**config.mk**
```make
export PLATFORM = sky130hd
export DESIGN_NAME = ssv_volume_ctrl
export DESIGN_NICKNAME = d
export VERILOG_FILES = /design/src/design/ssv_volume_ctrl.v
export VERILOG_INCLUDE_DIRS = /design/src /design/src/design
export SDC_FILE = /design/constraint.sdc
export NUM_CORES = 1
export LEC_CHECK = 0
export BUFFER_PORTS_ARGS = -buffer_cell sky130_fd_sc_hd__clkbuf_2
export CAP_MARGIN = 20
export CORE_AREA = 2 2 131 133
export DETAILED_ROUTE_END_ITERATION = 16
export DIE_AREA = 0 0 133 135
export HOLD_SLACK_MARGIN = 0.03
export PLACE_DENSITY = 0.72
export SETUP_SLACK_MARGIN = 0.02
export SYNTH_ARGS = -nofsm -noshare
export SYNTH_HDL_FRONTEND = slang
export SYNTH_SLANG_ARGS = --single-unit
```
**constraint.sdc**
```tcl
create_clock -name clock_in -period 4.57 [get_ports clock_in]
set_input_delay 0.457 -clock clock_in [delete_from_list [all_inputs] [get_ports clock_in]]
set_output_delay 0.457 -clock clock_in [all_outputs]
set_load 0.03 [all_outputs]
```
**src/design/ssv_map.vh**
```
// Constants of the serial stereo volume control logic.
`ifndef SSV_MAP_VH
`define SSV_MAP_VH
// Serial word length and per-channel code width.
`define SSV_WORD_BITS 16
`define SSV_CODE_BITS 8
// Field positions inside the latched word (first byte in is the right channel).
`define SSV_RIGHT_MSB 15
`define SSV_RIGHT_LSB 8
`define SSV_LEFT_MSB 7
`define SSV_LEFT_LSB 0
// Reset value of shift and volume registers.
`define SSV_WORD_RESET 16'h0000
// Special codes.
`define SSV_CODE_MUTE 8'h00
`define SSV_CODE_UNITY 8'hC0
// Zero crossings needed before a change is applied.
`define SSV_ZC_NEEDED 2'h2
// Clock rate in kHz and times in microseconds.
`define SSV_CLK_KHZ 40000
`define SSV_TIMEOUT_US 18000
`define SSV_POR_US 100
`define SSV_TIMEOUT_CYC ((`SSV_TIMEOUT_US * `SSV_CLK_KHZ) / 1000)
`define SSV_POR_CYC ((`SSV_POR_US * `SSV_CLK_KHZ) / 1000)
`endif

```
**src/design/ssv_volume_ctrl.v**
```verilog
// Digital control logic of the serial stereo volume control.
`timescale 1ns/1ps
`include "ssv_map.vh"
// Function
// - Sample serial_in MSB first on rising shift clock.
// - First byte right gain, second byte left.
// - Select rising edge copies shift register to volume.
// - Shift out old data on falling clock.
// - Shift path delays data exactly sixteen clocks.
// - All chained devices load on select rise.
// - serial_out high impedance while select high.
// - Codes map to half-dB steps, C0 unity.
// - Zero code gives software mute.
// - Apply level after two zero crossings.
// - Apply anyway after 18 ms timeout.
// - Enable gates volume-change detection and timeout together; hardware mute ignores it.
// - Crossings detected separately per channel.
// - Hardware mute grounds both outputs.
// - Hardware mute at crossing or 18 ms.
// - Hardware mute starts offset calibration.
// - Enable high activates crossing detection for volume changes.
// - Mute power-up clears shift and volume registers.
// - Ignore writes during power-on settling.
// - Mute lasts long enough for calibration.
module ssv_volume_ctrl #(
    parameter TIMEOUT_CYC = `SSV_TIMEOUT_CYC,
    parameter POR_CYC = `SSV_POR_CYC
) (
    input wire clock_in,
    input wire rstn_in,
    input wire shift_clock_in,
    input wire serial_in,
    input wire select_n_in,
    input wire mute_n_in,
    input wire zero_cross_enable_in,
    input wire left_zero_cross_in,
    input wire right_zero_cross_in,
    output reg serial_out,
    output wire serial_out_oe_out,
    output reg [7:0] left_code_out,
    output reg [7:0] right_code_out,
    output reg left_soft_mute_out,
    output reg right_soft_mute_out,
    output reg [8:0] left_level_half_db_out,
    output reg [8:0] right_level_half_db_out,
    output reg hard_mute_out,
    output reg calibrate_start_out,
    output wire ready_out
);

// ----------------------------------------
// Helpers
// ----------------------------------------

// Signed level in half-dB steps relative to unity; a nine-bit result keeps -191..+63.
function [8:0] code_to_level;
    input [7:0] code;
    begin
        code_to_level = {1'b0, code} - {1'b0, `SSV_CODE_UNITY};
    end
endfunction

// ----------------------------------------
// Input synchronisers
// ----------------------------------------

// Three-stage pipes; stage 0 feeds only stage 1, stages 1 and 2 are compared except on serial_in, whose stage 2 is used directly.
reg [2:0] sck_sync_reg;
reg [2:0] sel_sync_reg;
reg [2:0] sdi_sync_reg;
reg [2:0] mute_sync_reg;
reg [2:0] zce_sync_reg;
reg [2:0] lzc_sync_reg;
reg [2:0] rzc_sync_reg;
// Filtered levels, updated only when the two late stages agree.
reg sck_reg;
reg sel_reg;
reg mute_reg;
reg zce_reg;
reg lzc_reg;
reg rzc_reg;

// Shift all pins through their synchronisers.
always @(posedge clock_in or negedge rstn_in) begin
    if (!rstn_in) begin
        sck_sync_reg <= 3'h0;
        sel_sync_reg <= 3'h7;
        sdi_sync_reg <= 3'h0;
        mute_sync_reg <= 3'h7;
        zce_sync_reg <= 3'h0;
        lzc_sync_reg <= 3'h0;
        rzc_sync_reg <= 3'h0;
    end else begin
        sck_sync_reg <= {sck_sync_reg[1:0], shift_clock_in};
        sel_sync_reg <= {sel_sync_reg[1:0], select_n_in};
        sdi_sync_reg <= {sdi_sync_reg[1:0], serial_in};
        mute_sync_reg <= {mute_sync_reg[1:0], mute_n_in};
        zce_sync_reg <= {zce_sync_reg[1:0], zero_cross_enable_in};
        lzc_sync_reg <= {lzc_sync_reg[1:0], left_zero_cross_in};
        rzc_sync_reg <= {rzc_sync_reg[1:0], right_zero_cross_in};
    end
end

// Accept a level change once the last two stages agree, rejecting single-cycle glitches.
always @(posedge clock_in or negedge rstn_in) begin
    if (!rstn_in) begin
        sck_reg <= 1'b0;
        sel_reg <= 1'b1;
        mute_reg <= 1'b1;
        zce_reg <= 1'b0;
        lzc_reg <= 1'b0;
        rzc_reg <= 1'b0;
    end else begin
        if (sck_sync_reg[1] == sck_sync_reg[2]) begin
            sck_reg <= sck_sync_reg[2];
        end
        if (sel_sync_reg[1] == sel_sync_reg[2]) begin
            sel_reg <= sel_sync_reg[2];
        end
        if (mute_sync_reg[1] == mute_sync_reg[2]) begin
            mute_reg <= mute_sync_reg[2];
        end
        if (zce_sync_reg[1] == zce_sync_reg[2]) begin
            zce_reg <= zce_sync_reg[2];
        end
        if (lzc_sync_reg[1] == lzc_sync_reg[2]) begin
            lzc_reg <= lzc_sync_reg[2];
        end
        if (rzc_sync_reg[1] == rzc_sync_reg[2]) begin
            rzc_reg <= rzc_sync_reg[2];
        end
    end
end

// Edge events derived from the filtered levels.
wire sck_rise = (sck_sync_reg[1] == sck_sync_reg[2]) && sck_sync_reg[2] && !sck_reg;
wire sck_fall = (sck_sync_reg[1] == sck_sync_reg[2]) && !sck_sync_reg[2] && sck_reg;
wire sel_rise = (sel_sync_reg[1] == sel_sync_reg[2]) && sel_sync_reg[2] && !sel_reg;
wire mute_fall = (mute_sync_reg[1] == mute_sync_reg[2]) && !mute_sync_reg[2] && mute_reg;
// A crossing is any change of the comparator level; each channel has its own.
wire lzc_evt = (lzc_sync_reg[1] == lzc_sync_reg[2]) && (lzc_sync_reg[2] != lzc_reg);
wire rzc_evt = (rzc_sync_reg[1] == rzc_sync_reg[2]) && (rzc_sync_reg[2] != rzc_reg);

// ----------------------------------------
// Power-on settling and hardware mute
// ----------------------------------------

reg [31:0] por_cnt_reg;
reg [15:0] shift_reg;
reg [15:0] volume_reg;

assign ready_out = (por_cnt_reg == 32'h0000_0000);

// Settling counter restarts whenever a mute power-up sequence begins.
always @(posedge clock_in or negedge rstn_in) begin
    if (!rstn_in) begin
        por_cnt_reg <= POR_CYC;
        calibrate_start_out <= 1'b0;
    end else begin
        calibrate_start_out <= mute_fall;
        if (mute_fall) begin
            por_cnt_reg <= POR_CYC;
        end else if (!ready_out) begin
            por_cnt_reg <= por_cnt_reg - 32'h0000_0001;
        end
    end
end

// ----------------------------------------
// Serial shift path
// ----------------------------------------

// The port is live only while selected and past settling; the mute sequence clears it.
always @(posedge clock_in or negedge rstn_in) begin
    if (!rstn_in) begin
        shift_reg <= `SSV_WORD_RESET;
        serial_out <= 1'b0;
    end else if (mute_fall) begin
        shift_reg <= `SSV_WORD_RESET;
        serial_out <= 1'b0;
    end else if (ready_out && !sel_reg) begin
        if (sck_rise) begin
            shift_reg <= {shift_reg[14:0], sdi_sync_reg[2]};
        end
        if (sck_fall) begin
            serial_out <= shift_reg[15];
        end
    end
end

assign serial_out_oe_out = !sel_reg;

// ----------------------------------------
// Volume register and per-channel apply
// ----------------------------------------

reg [1:0] left_zc_cnt_reg;
reg [1:0] right_zc_cnt_reg;
reg left_pend_reg;
reg right_pend_reg;
reg [31:0] timer_reg;
reg mute_pend_reg;
reg [31:0] mute_timer_reg;

always @(posedge clock_in or negedge rstn_in) begin
    if (!rstn_in) begin
        volume_reg <= `SSV_WORD_RESET;
    end else if (mute_fall) begin
        volume_reg <= `SSV_WORD_RESET;
    end else if (sel_rise && ready_out) begin
        volume_reg <= shift_reg;
    end
end

wire load_evt = sel_rise && ready_out && !mute_fall;
wire timed_out = (timer_reg == 32'h0000_0001);
wire zc_on = zce_reg;

// Apply the latched codes after two crossings per channel, the timeout, or at once.
always @(posedge clock_in or negedge rstn_in) begin
    if (!rstn_in) begin
        left_code_out <= `SSV_CODE_MUTE;
        right_code_out <= `SSV_CODE_MUTE;
        left_pend_reg <= 1'b0;
        right_pend_reg <= 1'b0;
        left_zc_cnt_reg <= 2'h0;
        right_zc_cnt_reg <= 2'h0;
        timer_reg <= 32'h0000_0000;
    end else if (mute_fall) begin
        left_code_out <= `SSV_CODE_MUTE;
        right_code_out <= `SSV_CODE_MUTE;
        left_pend_reg <= 1'b0;
        right_pend_reg <= 1'b0;
        timer_reg <= 32'h0000_0000;
    end else if (load_evt) begin
        left_zc_cnt_reg <= 2'h0;
        right_zc_cnt_reg <= 2'h0;
        if (!zc_on) begin
            right_code_out <= shift_reg[`SSV_RIGHT_MSB:`SSV_RIGHT_LSB];
            left_code_out <= shift_reg[`SSV_LEFT_MSB:`SSV_LEFT_LSB];
            left_pend_reg <= 1'b0;
            right_pend_reg <= 1'b0;
            timer_reg <= 32'h0000_0000;
        end else begin
            left_pend_reg <= 1'b1;
            right_pend_reg <= 1'b1;
            timer_reg <= TIMEOUT_CYC;
        end
    end else begin
        // Dropping the enable mid-wait applies the pending codes immediately.
        if (timer_reg != 32'h0000_0000) begin
            timer_reg <= timer_reg - 32'h0000_0001;
        end
        if (left_pend_reg && lzc_evt) begin
            left_zc_cnt_reg <= left_zc_cnt_reg + 2'h1;
        end
        if (right_pend_reg && rzc_evt) begin
            right_zc_cnt_reg <= right_zc_cnt_reg + 2'h1;
        end
        if (left_pend_reg && (!zc_on || timed_out || (lzc_evt && left_zc_cnt_reg == `SSV_ZC_NEEDED - 2'h1))) begin
            left_code_out <= volume_reg[`SSV_LEFT_MSB:`SSV_LEFT_LSB];
            left_pend_reg <= 1'b0;
        end
        if (right_pend_reg && (!zc_on || timed_out || (rzc_evt && right_zc_cnt_reg == `SSV_ZC_NEEDED - 2'h1))) begin
            right_code_out <= volume_reg[`SSV_RIGHT_MSB:`SSV_RIGHT_LSB];
            right_pend_reg <= 1'b0;
        end
    end
end

always @(posedge clock_in or negedge rstn_in) begin
    if (!rstn_in) begin
        left_soft_mute_out <= 1'b1;
        right_soft_mute_out <= 1'b1;
        left_level_half_db_out <= 9'h000;
        right_level_half_db_out <= 9'h000;
    end else begin
        left_soft_mute_out <= (left_code_out == `SSV_CODE_MUTE);
        right_soft_mute_out <= (right_code_out == `SSV_CODE_MUTE);
        // Muted channels report unity gain, as the amplifier is forced there.
        left_level_half_db_out <= (left_code_out == `SSV_CODE_MUTE) ? 9'h000 : code_to_level(left_code_out);
        right_level_half_db_out <= (right_code_out == `SSV_CODE_MUTE) ? 9'h000 : code_to_level(right_code_out);
    end
end

// ----------------------------------------
// Hardware mute engage
// ----------------------------------------

always @(posedge clock_in or negedge rstn_in) begin
    if (!rstn_in) begin
        hard_mute_out <= 1'b1;
        mute_pend_reg <= 1'b0;
        mute_timer_reg <= 32'h0000_0000;
    end else if (mute_fall) begin
        mute_pend_reg <= 1'b1;
        mute_timer_reg <= TIMEOUT_CYC;
    end else if (mute_reg) begin
        hard_mute_out <= 1'b0;
        mute_pend_reg <= 1'b0;
    end else if (mute_pend_reg) begin
        mute_timer_reg <= mute_timer_reg - 32'h0000_0001;
        if (lzc_evt || rzc_evt || mute_timer_reg == 32'h0000_0001) begin
            hard_mute_out <= 1'b1;
            mute_pend_reg <= 1'b0;
        end
    end
end

endmodule

```
## Word-level counts from Yosys, hierarchy flattened

Cells that the tools add are included.

- Bits of input ports: 9
- Output and inout bits: 41
- Logic and storage cells: 154
- Register bits after elaboration: 201

- Muxes and demuxes: 45
- Add/sub/neg operators: 7
- Eq/ne operators: 15
- Bitwise operators: 1
- Reductions and logical operators: 54

Operator list:

| kind | count |
|---|---|
| $mux 32 | 8 |
| $sub 32x1->32 const B | 3 |
| $mux 16 | 5 |
| $eq 32x1->1 const B | 2 |
| $mux 8 | 8 |
| $logic_not 32->1 | 1 |
| $reduce_bool 32->1 | 1 |
| $mux 20 | 1 |
| $logic_and 1x1->1 | 19 |
| $mux 9 | 2 |
| $reduce_bool 2->1 | 9 |
| $sub 8x8->9 const B | 2 |
| $mux 1 | 17 |
| $logic_not 8->1 | 2 |
| $reduce_and 2->1 | 7 |
| $reduce_bool 3->1 | 3 |
| $mux 2 | 4 |
| $eq 1x1->1 | 6 |
| $logic_not 1->1 | 6 |
| $logic_or 1x1->1 | 5 |
| $add 2x1->2 const B | 2 |
| $eq 2x1->1 const B | 2 |
| $ne 2x1->1 const B | 2 |
| $ne 3x3->1 const B | 1 |
| 3 further kinds | 4 |

## Longest topological paths before layout

Gate-level depths: netlist (run 1).

- Depth in word-level cells: 8
- Gate-level depth with buffers: 11
- Gate-level depth less buffers: 8

## Least setup slack after synthesis (run 1)

No wires, ideal clock.

- Path type: register to register
- From: register por_cnt_reg[27]
- To: register left_code_out[0]
- Slack: 1,617 ps
- Period minus slack after synthesis: 2,953 ps
- Arrival time: 2,833 ps
- Cell stages (with the launch flop): 7
- Setup time: 120 ps
- Buffers on the path: 0
- Data required time: 4,450 ps
- Cell sequence: dfrtp_1 -> or4_1 -> or3_1 -> nor4b_2 -> nand3b_1 -> o32a_1 -> o211a_1

- Word-level cells in the longest chain between the ends: 5
- Elaborated cells between the ends (all ways): 8
- Those cells by class: eq/ne (1); mux (2); reduce/logical (5)

Ends and longest elaborated chain:

| item | RTL line | text |
|---|---|---|
| from (decl) | ssv_volume_ctrl.v:148 | `reg [31:0] por_cnt_reg;` |
| from (signal assigned) | ssv_volume_ctrl.v:164 | `por_cnt_reg <= por_cnt_reg - 32'h0000_0001;` |
| $logic_not 32->1 (*) | ssv_volume_ctrl.v:152 | `assign ready_out = (por_cnt_reg == 32'h0000_0000);` |
| named net ready_out | ssv_volume_ctrl.v:48 | `output wire ready_out` |
| $logic_and 1x1->1 (*) (2 in a row) | ssv_volume_ctrl.v:215 | `wire load_evt = sel_rise && ready_out && !mute_fall;` |
| $ne 3x3->1 (no source line) (tied with other cells) | n/a |  |
| $reduce_and 2->1 (no source line) or $mux 8 (tied branches) | n/a |  |
| to (signal assigned) | ssv_volume_ctrl.v:222 | `` left_code_out <= `SSV_CODE_MUTE; `` |
| to (signal assigned) | ssv_volume_ctrl.v:230 | `` left_code_out <= `SSV_CODE_MUTE; `` |
| to (signal assigned) | ssv_volume_ctrl.v:240 | `` left_code_out <= shift_reg[`SSV_LEFT_MSB:`SSV_LEFT_LSB]; `` |
| to (decl) | ssv_volume_ctrl.v:40 | `output reg [7:0] left_code_out,` |

The timed path passes the listed nets; every way through them passes the cells marked *.
A chain may end at the register's enable or synchronous reset.

## Final worst setup path (run 1)

- From: register por_cnt_reg[28]
- To: register left_code_out[1]

- Word-level cells in the longest chain between the ends: 5
- Elaborated cells between the ends (all ways): 8
- Those cells by class: eq/ne (1); mux (2); reduce/logical (5)

Ends and longest elaborated chain:

| item | RTL line |
|---|---|
| $logic_not 32->1 (*) | ssv_volume_ctrl.v:152 |
| $logic_and 1x1->1 (*) (2 in a row) | ssv_volume_ctrl.v:215 |
| $ne 3x3->1 (no source line) (tied with other cells) | n/a |
| $reduce_and 2->1 (no source line) or $mux 8 (tied branches) | n/a |

Mark *: on every way between the ends. The rest lies on a longest branch, timed or not.

==> key figures, run 1 <==
Status
  • Status: complete, but fails checks
  • Failing checks: negative hold slack

Global routing
  • Initial antenna violation count: 0
  • First-pass GRT wire length: just over 30 mm
  • Grt total ovfl: 0
  • Vias in the first global route: between 6000 and 7000
  • Largest net degree at the start of global routing: 88
  • Total track usage: 20.34%

Floorplanning
  • Die X: roughly 130 um
  • Die Height: 135 um
  • Core area: between 0.015 and 0.02 sq mm
  • Starting density of the core: a little over half
  • Die area: approximately 0.018 sq mm
  • # IOs: 50
  • Row count: 47

Worst setup path
  • CP Cell Sequence: or4_1 -> nor4_4 -> nand4_1 -> nor2_2 -> buf_4 -> o211ai_2 -> o211a_1
  • CP Capture Type: flop
  • Slowest stage delay, CP: slightly below 0.7 ns
  • CP arrival: between 3 and 4 ns
  • FF-to-FF End: left_code_out[1]$_DFFE_PN0P_
  • Crit-path max FO: 17
  • Reg2reg start: por_cnt_reg[28]$_DFFE_PN0P_
  • R2R cell count: 7
  • CP Launch Point: por_cnt_reg[28]$_DFFE_PN0P_
  • Startpoint Class: flop
  • CP Data Required Time: between 4 and 5 ns
  • Crit path kind: reg -> reg
  • Worst R2R Setup Slack: about 1.1 ns
  • Critical Path Slowest Stage Cell: nand4_1

Placement
  • DPL Wire Length: around 11 mm
  • I/O Buffers: between 40 and 50
  • Final GP Congestion: between 0.7 and 0.8
  • Placed cell area: 0.009398 sq mm

Detailed routing
  • Post-route ant nets: 0
  • Remaining DRCs: 0
  • Initial DRC Count: a little under 400
  • Vias per inst: around 5.7
  • DRT Pass-1 Iters: 5
  • Drt total wl: around 18 mm
  • Via count: roughly 6400
  • Wirelength per Cell: 15.50 um

Power
  • Pwr dens: between 500 and 600 mW/mm^2
  • Int Power: approximately 3700 uW
  • Worst vdd ir: around 0.4 mV
  • LEAKAGE: approximately 0.0046 uW
  • Seq pwr share: approximately 43%
  • Comb pwr share: a little under a quarter
  • Sw Ratio: between 30% and 40%
  • Clock network fraction of total power: around a third
  • Sw Pwr: approximately 1700 uW

Layout
  • Commonest cells after routing, fill and taps aside: dfrtp_1, nand2_1, nor2_1
  • Diodes inserted: 0
  • Commonest non-fill, non-tap cell in the layout: dfrtp_1
  • Share of cells above drive strength 1: between 10 and 15%
  • Fin area: around 0.010 sq mm
  • Nets: 924
  • Area grow syn2layout: 13.08%

STA
  • RSZ-0062 raised after global routing: no
  • Slew margin rel.: around 36%
  • Fin. Hold Viols: 4
  • Hold slack: -0.01064 ns
  • Min cycle time layout: approximately 3.5 ns
  • Worst-margin pin slew: 0.9580 ns
  • Clock Skew: 0.01637 ns
  • Max Clk Rate: approximately 290 MHz
  • Slew Limit Fails: 0
  • Finish-stage setup viols: 0
  • Fin crit share: between 70% and 80%
  • Setup tns final: 0 ns

Clock network
  • Clock Path Buffers: 3
  • Postcts setup bufs: 0
  • Clock transition at path regs: approximately 0.060 ns
  • Cts hold-fix bufs: 2
  • TritonCTS Buffers: 22
  • CTS tree: yes
  • Worst-Skew Late Latency: 0.50 ns
  • Clock root cell: clkbuf_16
  • H-tree depth: 1
  • Clock Sinks: 201
  • # resized after CTS: 0

Synthesis
  • Syn. warnings: 0
  • Synth cell types: 61
  • Post-synth ARST share: 100.0%
  • Synth Flop Type: dfrtp_1
  • Syn Inst Count: ~860
  • Post-synthesis register bit count: roughly 200
  • Number of synthesized flops with an enable pin: 0
  • Post-Syn Nets: 886
  • Synthesized cell area: ~0.0090 sq mm
  • Sequential element share of the synthesized area: 56.07%
  • Mapped Avg Cell Area: approximately 10 sq um

Hold path
  • Hold Crit Class: in -> async

Job
  • Max cap viols: 0
## through the flow
step / power [uW] / hold slack [ns] / instances / utilization [%] / worst slack (ns)
after floorplan: 3254 / 0.1614 / 861 / - / 1.617
after global placement: 3500 / 0.3325 / 1093 / 57.28 / 1.249
after detailed placement: 3541 / 0.3364 / 1093 / 57.28 / 1.139
after CTS: 5414 / 0.04009 / 1135 / 62.09 / 1.068
after global routing: 5675 / 0.04779 / 1135 / 62.09 / 0.8490
final: 5379 / -0.01064 / 1135 / 62.09 / 1.069
## worst max-delay path: cells and delay by family, from the launching register on
kind	cells	cell delay (ns)
buffers and inverters	1	0.26
flip-flops	1	0.39
AO/OA/AOI/OAI	2	0.47
AND/OR/NAND/NOR	4	2.26
## routing by layer
| metal | up-vias | global-route usage (%) | share of wire, % |
|---|---|---|---|
| met3 | 22 | 3.266 | 3.8 |
| met4 | 0 | 4.719 | 1.7 |
| met5 | - | 0 | 0 |
| met1 | 3170 | 28.97 | 47 |
| met2 | 129 | 33.19 | 48 |
| li1 | 3123 | - | - |
## power groups by stage
stage          clock network, uW  logic [uW]  registers [uW]
5_1_grt                     1960        1370            2350
4_1_cts                     1880        1230            2300
2_1_floorplan                  0         869            2390
6_report                    1850        1220            2310
3_5_place_dp                   0        1210            2330
3_3_place_gp                   0        1180            2320
## cell usage after synthesis, types with 3 or more instances
master	n	area, sq um
nand4_1	13	81.33
o31ai_1	6	45.04
nor4_1	21	131.4
o21ai_0	31	155.2
o211a_1	8	80.08
mux2i_1	8	80.08
xnor2_1	23	201.4
nand2_1	101	379.1
ha_1	16	200.2
buf_2	7	35.03
o22ai_1	3	18.77
o41ai_1	3	26.28
maj3_1	3	30.03
nand4b_1	6	52.55
and3_1	5	31.28
xor2_1	34	297.8
nand3_1	41	205.2
buf_6	3	33.78
and4_1	4	35.03
a21oi_1	58	290.3
or3_1	19	118.9
or4_1	20	150.1
nand3b_1	4	30.03
mux2_2	7	78.83
dfstp_2	17	446.7
nor2b_1	4	25.02
buf_1	3	11.26
clkbuf_1	32	120.1
o32a_1	8	80.08
dfrtp_1	184	4604
o211ai_1	5	37.54
nor3_1	22	110.1
nor2_1	76	285.3
nand2b_1	6	37.54
inv_1	21	78.83
and2_1	5	31.28
or4_4	3	33.78
## worst max path at each step
stage | to | slack (ns)
after global routing | left_code_out[1]$_DFFE_PN0P_ | 0.85
after detailed placement | left_code_out[3]$_DFFE_PN0P_ | 1.14
final | left_code_out[1]$_DFFE_PN0P_ | 1.07
after global placement | left_code_out[0]$_DFFE_PN0P_ | 1.25
after floorplan | left_code_out[0]$_DFFE_PN0P_ | 1.62
after CTS | left_code_out[5]$_DFFE_PN0P_ | 1.07
## logic make-up (layout without fill, tap and decap cells)
kind of cell | count (synthesis) | count (layout) | synth area share, %
AOI/OAI and AO/OA | 136 | 136 | 9.834
and+or+nand+nor | 364 | 364 | 20.85
DFF | 201 | 201 | 56.07
buffers and inverters | 67 | 121 | 3.139
adders and majority gates | 19 | 19 | 2.556
xor gates and xnor gates | 57 | 57 | 5.542
muxes | 17 | 17 | 2.014
## area by class of cell
cell class                 count  area (sq um)
inverter                      22         82.58
clock inverter                10         127.6
tap                          220         275.3
clock buffer                  30         641.9
fill                        1316          6220
timing repair buffer          59         334.1
multi-input combinational    593          3675
sequential                   201          5051
Power figures use the tool's default switching activity.
==> run 2: changes to the inputs <==
Clock period 4.57 ns to 3.5 ns, I/O delays scaled along.
==> key figures, run 2 (same netlist as run 1, synthesis figures left out) <==
Status
  • Status: complete, no violations

Global routing
  • Total track usage: 20.62% (+0.28 points)
  • Largest net degree at the start of global routing: 93 (+5.7%)
  • Grt total ovfl: 0 (unchanged)
  • Vias in the first global route: 6383 (+2.9%)
  • Initial antenna violation count: 0 (unchanged)
  • First-pass GRT wire length: 30.79 mm (+0.83%)

Layout
  • Fill cell count: 1322 (+0.46%)
  • Area grow syn2layout: 14.12%
  • Commonest cells after routing, fill and taps aside: dfrtp_1, nand2_1, nor2_1
  • Share of cells above drive strength 1: 15.24% (+0.27 points)
  • Diodes inserted: 0 (unchanged)
  • Commonest non-fill, non-tap cell in the layout: dfrtp_1
  • Nets: 934 (+1.1%)

STA
  • Fin. Hold Viols: 0 (-4)
  • Slew Limit Fails: 0 (unchanged)
  • Clock Skew: 0.01778 ns (+0.001409 ns)
  • Worst-margin pin slew: 0.9939 ns (+0.03594 ns)
  • Hold slack: 0.3494 ns (+0.3600 ns)
  • Slew margin rel.: 33.74% (-2.4 points)
  • Max Clk Rate: approximately 330 MHz
  • RSZ-0062 raised after global routing: no
  • Min cycle time layout: roughly 3.0 ns
  • Fin crit share: approximately 86%
  • Finish-stage setup viols: 0 (unchanged)
  • Setup tns final: 0 ns (unchanged)

Detailed routing
  • Via count: 6447 (+0.047%)
  • Wirelength per Cell: 15.32 um (-1.2%)
  • Vias per inst: 5.631 (-0.83%)
  • Initial DRC Count: 550 (+42%)
  • Post-route ant nets: 0 (unchanged)
  • Drt total wl: 17.54 mm (-0.33%)
  • DRT Pass-1 Iters: 5 (unchanged)
  • Remaining DRCs: 0 (unchanged)

Clock network
  • # resized after CTS: 0 (unchanged)
  • H-tree depth: 1 (unchanged)
  • Clock Sinks: 201 (unchanged)
  • Postcts setup bufs: 0 (unchanged)
  • Clock root cell: clkbuf_16
  • Cts hold-fix bufs: 8 (+6)
  • Clock Path Buffers: 3 (unchanged)
  • Worst-Skew Late Latency: 0.50 ns (about the same)
  • TritonCTS Buffers: 22 (unchanged)
  • Clock transition at path regs: 0.06 ns (about the same)
  • CTS tree: yes

Floorplanning
  • Die X: 133 um (unchanged)
  • Die Height: 135 um (unchanged)
  • Core area: 0.01641 sq mm (unchanged)
  • Starting density of the core: 54.91% (unchanged)
  • Row count: 47 (unchanged)
  • Die area: 0.01796 sq mm (unchanged)
  • # IOs: 50 (unchanged)

Worst setup path
  • Crit-path max FO: 9 (-8)
  • Crit path kind: reg -> out
  • CP Data Required Time: 3.15 ns (-1.81 ns)
  • Worst R2R Setup Slack: 0.55 ns (-0.52 ns)
  • CP Capture Type: output port
  • Startpoint Class: flop
  • CP arrival: 2.65 ns (-1.24 ns)

Power
  • LEAKAGE: 0.004646 uW (+0.95%)
  • Worst vdd ir: 0.4319 mV (+7.8%)
  • Pwr dens: 679.4 mW/mm^2 (+29%)

Placement
  • DPL Wire Length: 11.03 mm (-1.8%)
  • Final GP Congestion: 0.8005 (+0.72%)
  • I/O Buffers: 49 (unchanged)

Hold path
  • Hold Crit Class: reg -> reg

Job
  • Max cap viols: 0 (unchanged)
## run 2: routing by layer
metal / wire length, um / up-vias / track usage, %
li1: - / 3139 / -
met1: 8355 / 3164 / 29.81
met2: 8110 / 121 / 33.02
met3: 753 / 23 / 3.153
met4: 318 / 0 / 5.257
met5: 0 / - / 0
## run 2: layout make-up
cell class	instances	area (sq um)	share of cell area, %
timing repair buffer	69	436.7	4.247
sequential	201	5051	49.13
tap	220	275.3	2.677
clock buffer	29	628.1	6.109
inverter	22	82.58	0.8032
multi-input combinational	593	3675	35.74
clock inverter	11	132.6	1.290
## run 2: worst max-delay path: stages (launching register included)
cell,delay (ns)
dfstp_2,0.38
or4_1,0.67
or3_1,0.44
nor4b_2,0.37
clkbuf_2,0.29
## run 2: final timing paths
kind                                             start                                  end  depth (start not counted)
max                        por_cnt_reg[10]$_DFFE_PN1P_                            ready_out                          4
min                          zce_sync_reg[0]$_DFF_PN0_            zce_sync_reg[1]$_DFF_PN0_                          0
max reg2reg                por_cnt_reg[28]$_DFFE_PN0P_        right_code_out[5]$_DFFE_PN0P_                          6
min reg2reg                  zce_sync_reg[0]$_DFF_PN0_            zce_sync_reg[1]$_DFF_PN0_                          0
max in group asynchronous                      rstn_in            sel_sync_reg[2]$_DFF_PN1_                          3
min in group asynchronous                      rstn_in  left_level_half_db_out[4]$_DFF_PN0_                          2
## run 2: where the power goes
part	leakage (uW)	switching [uW]	total, uW	internal [uW]
logic	0.00168	983	1580	595
registers	0.00259	333	3010	2680
clock network	0.000378	912	2390	1480
## run 2: per-stage QoR
step	cells	worst slack, ns	power, uW	cell area (sq um)	util [%]
global placement	1097	0.6511	4575	9440	57.54
CTS	1145	0.4734	7050	10280	62.66
finish	1145	0.4965	6985	10280	62.66
detailed placement	1097	0.5908	4616	9440	57.54
global route	1145	0.3617	7392	10280	62.66
floorplan	861	0.5466	4249	9009	-
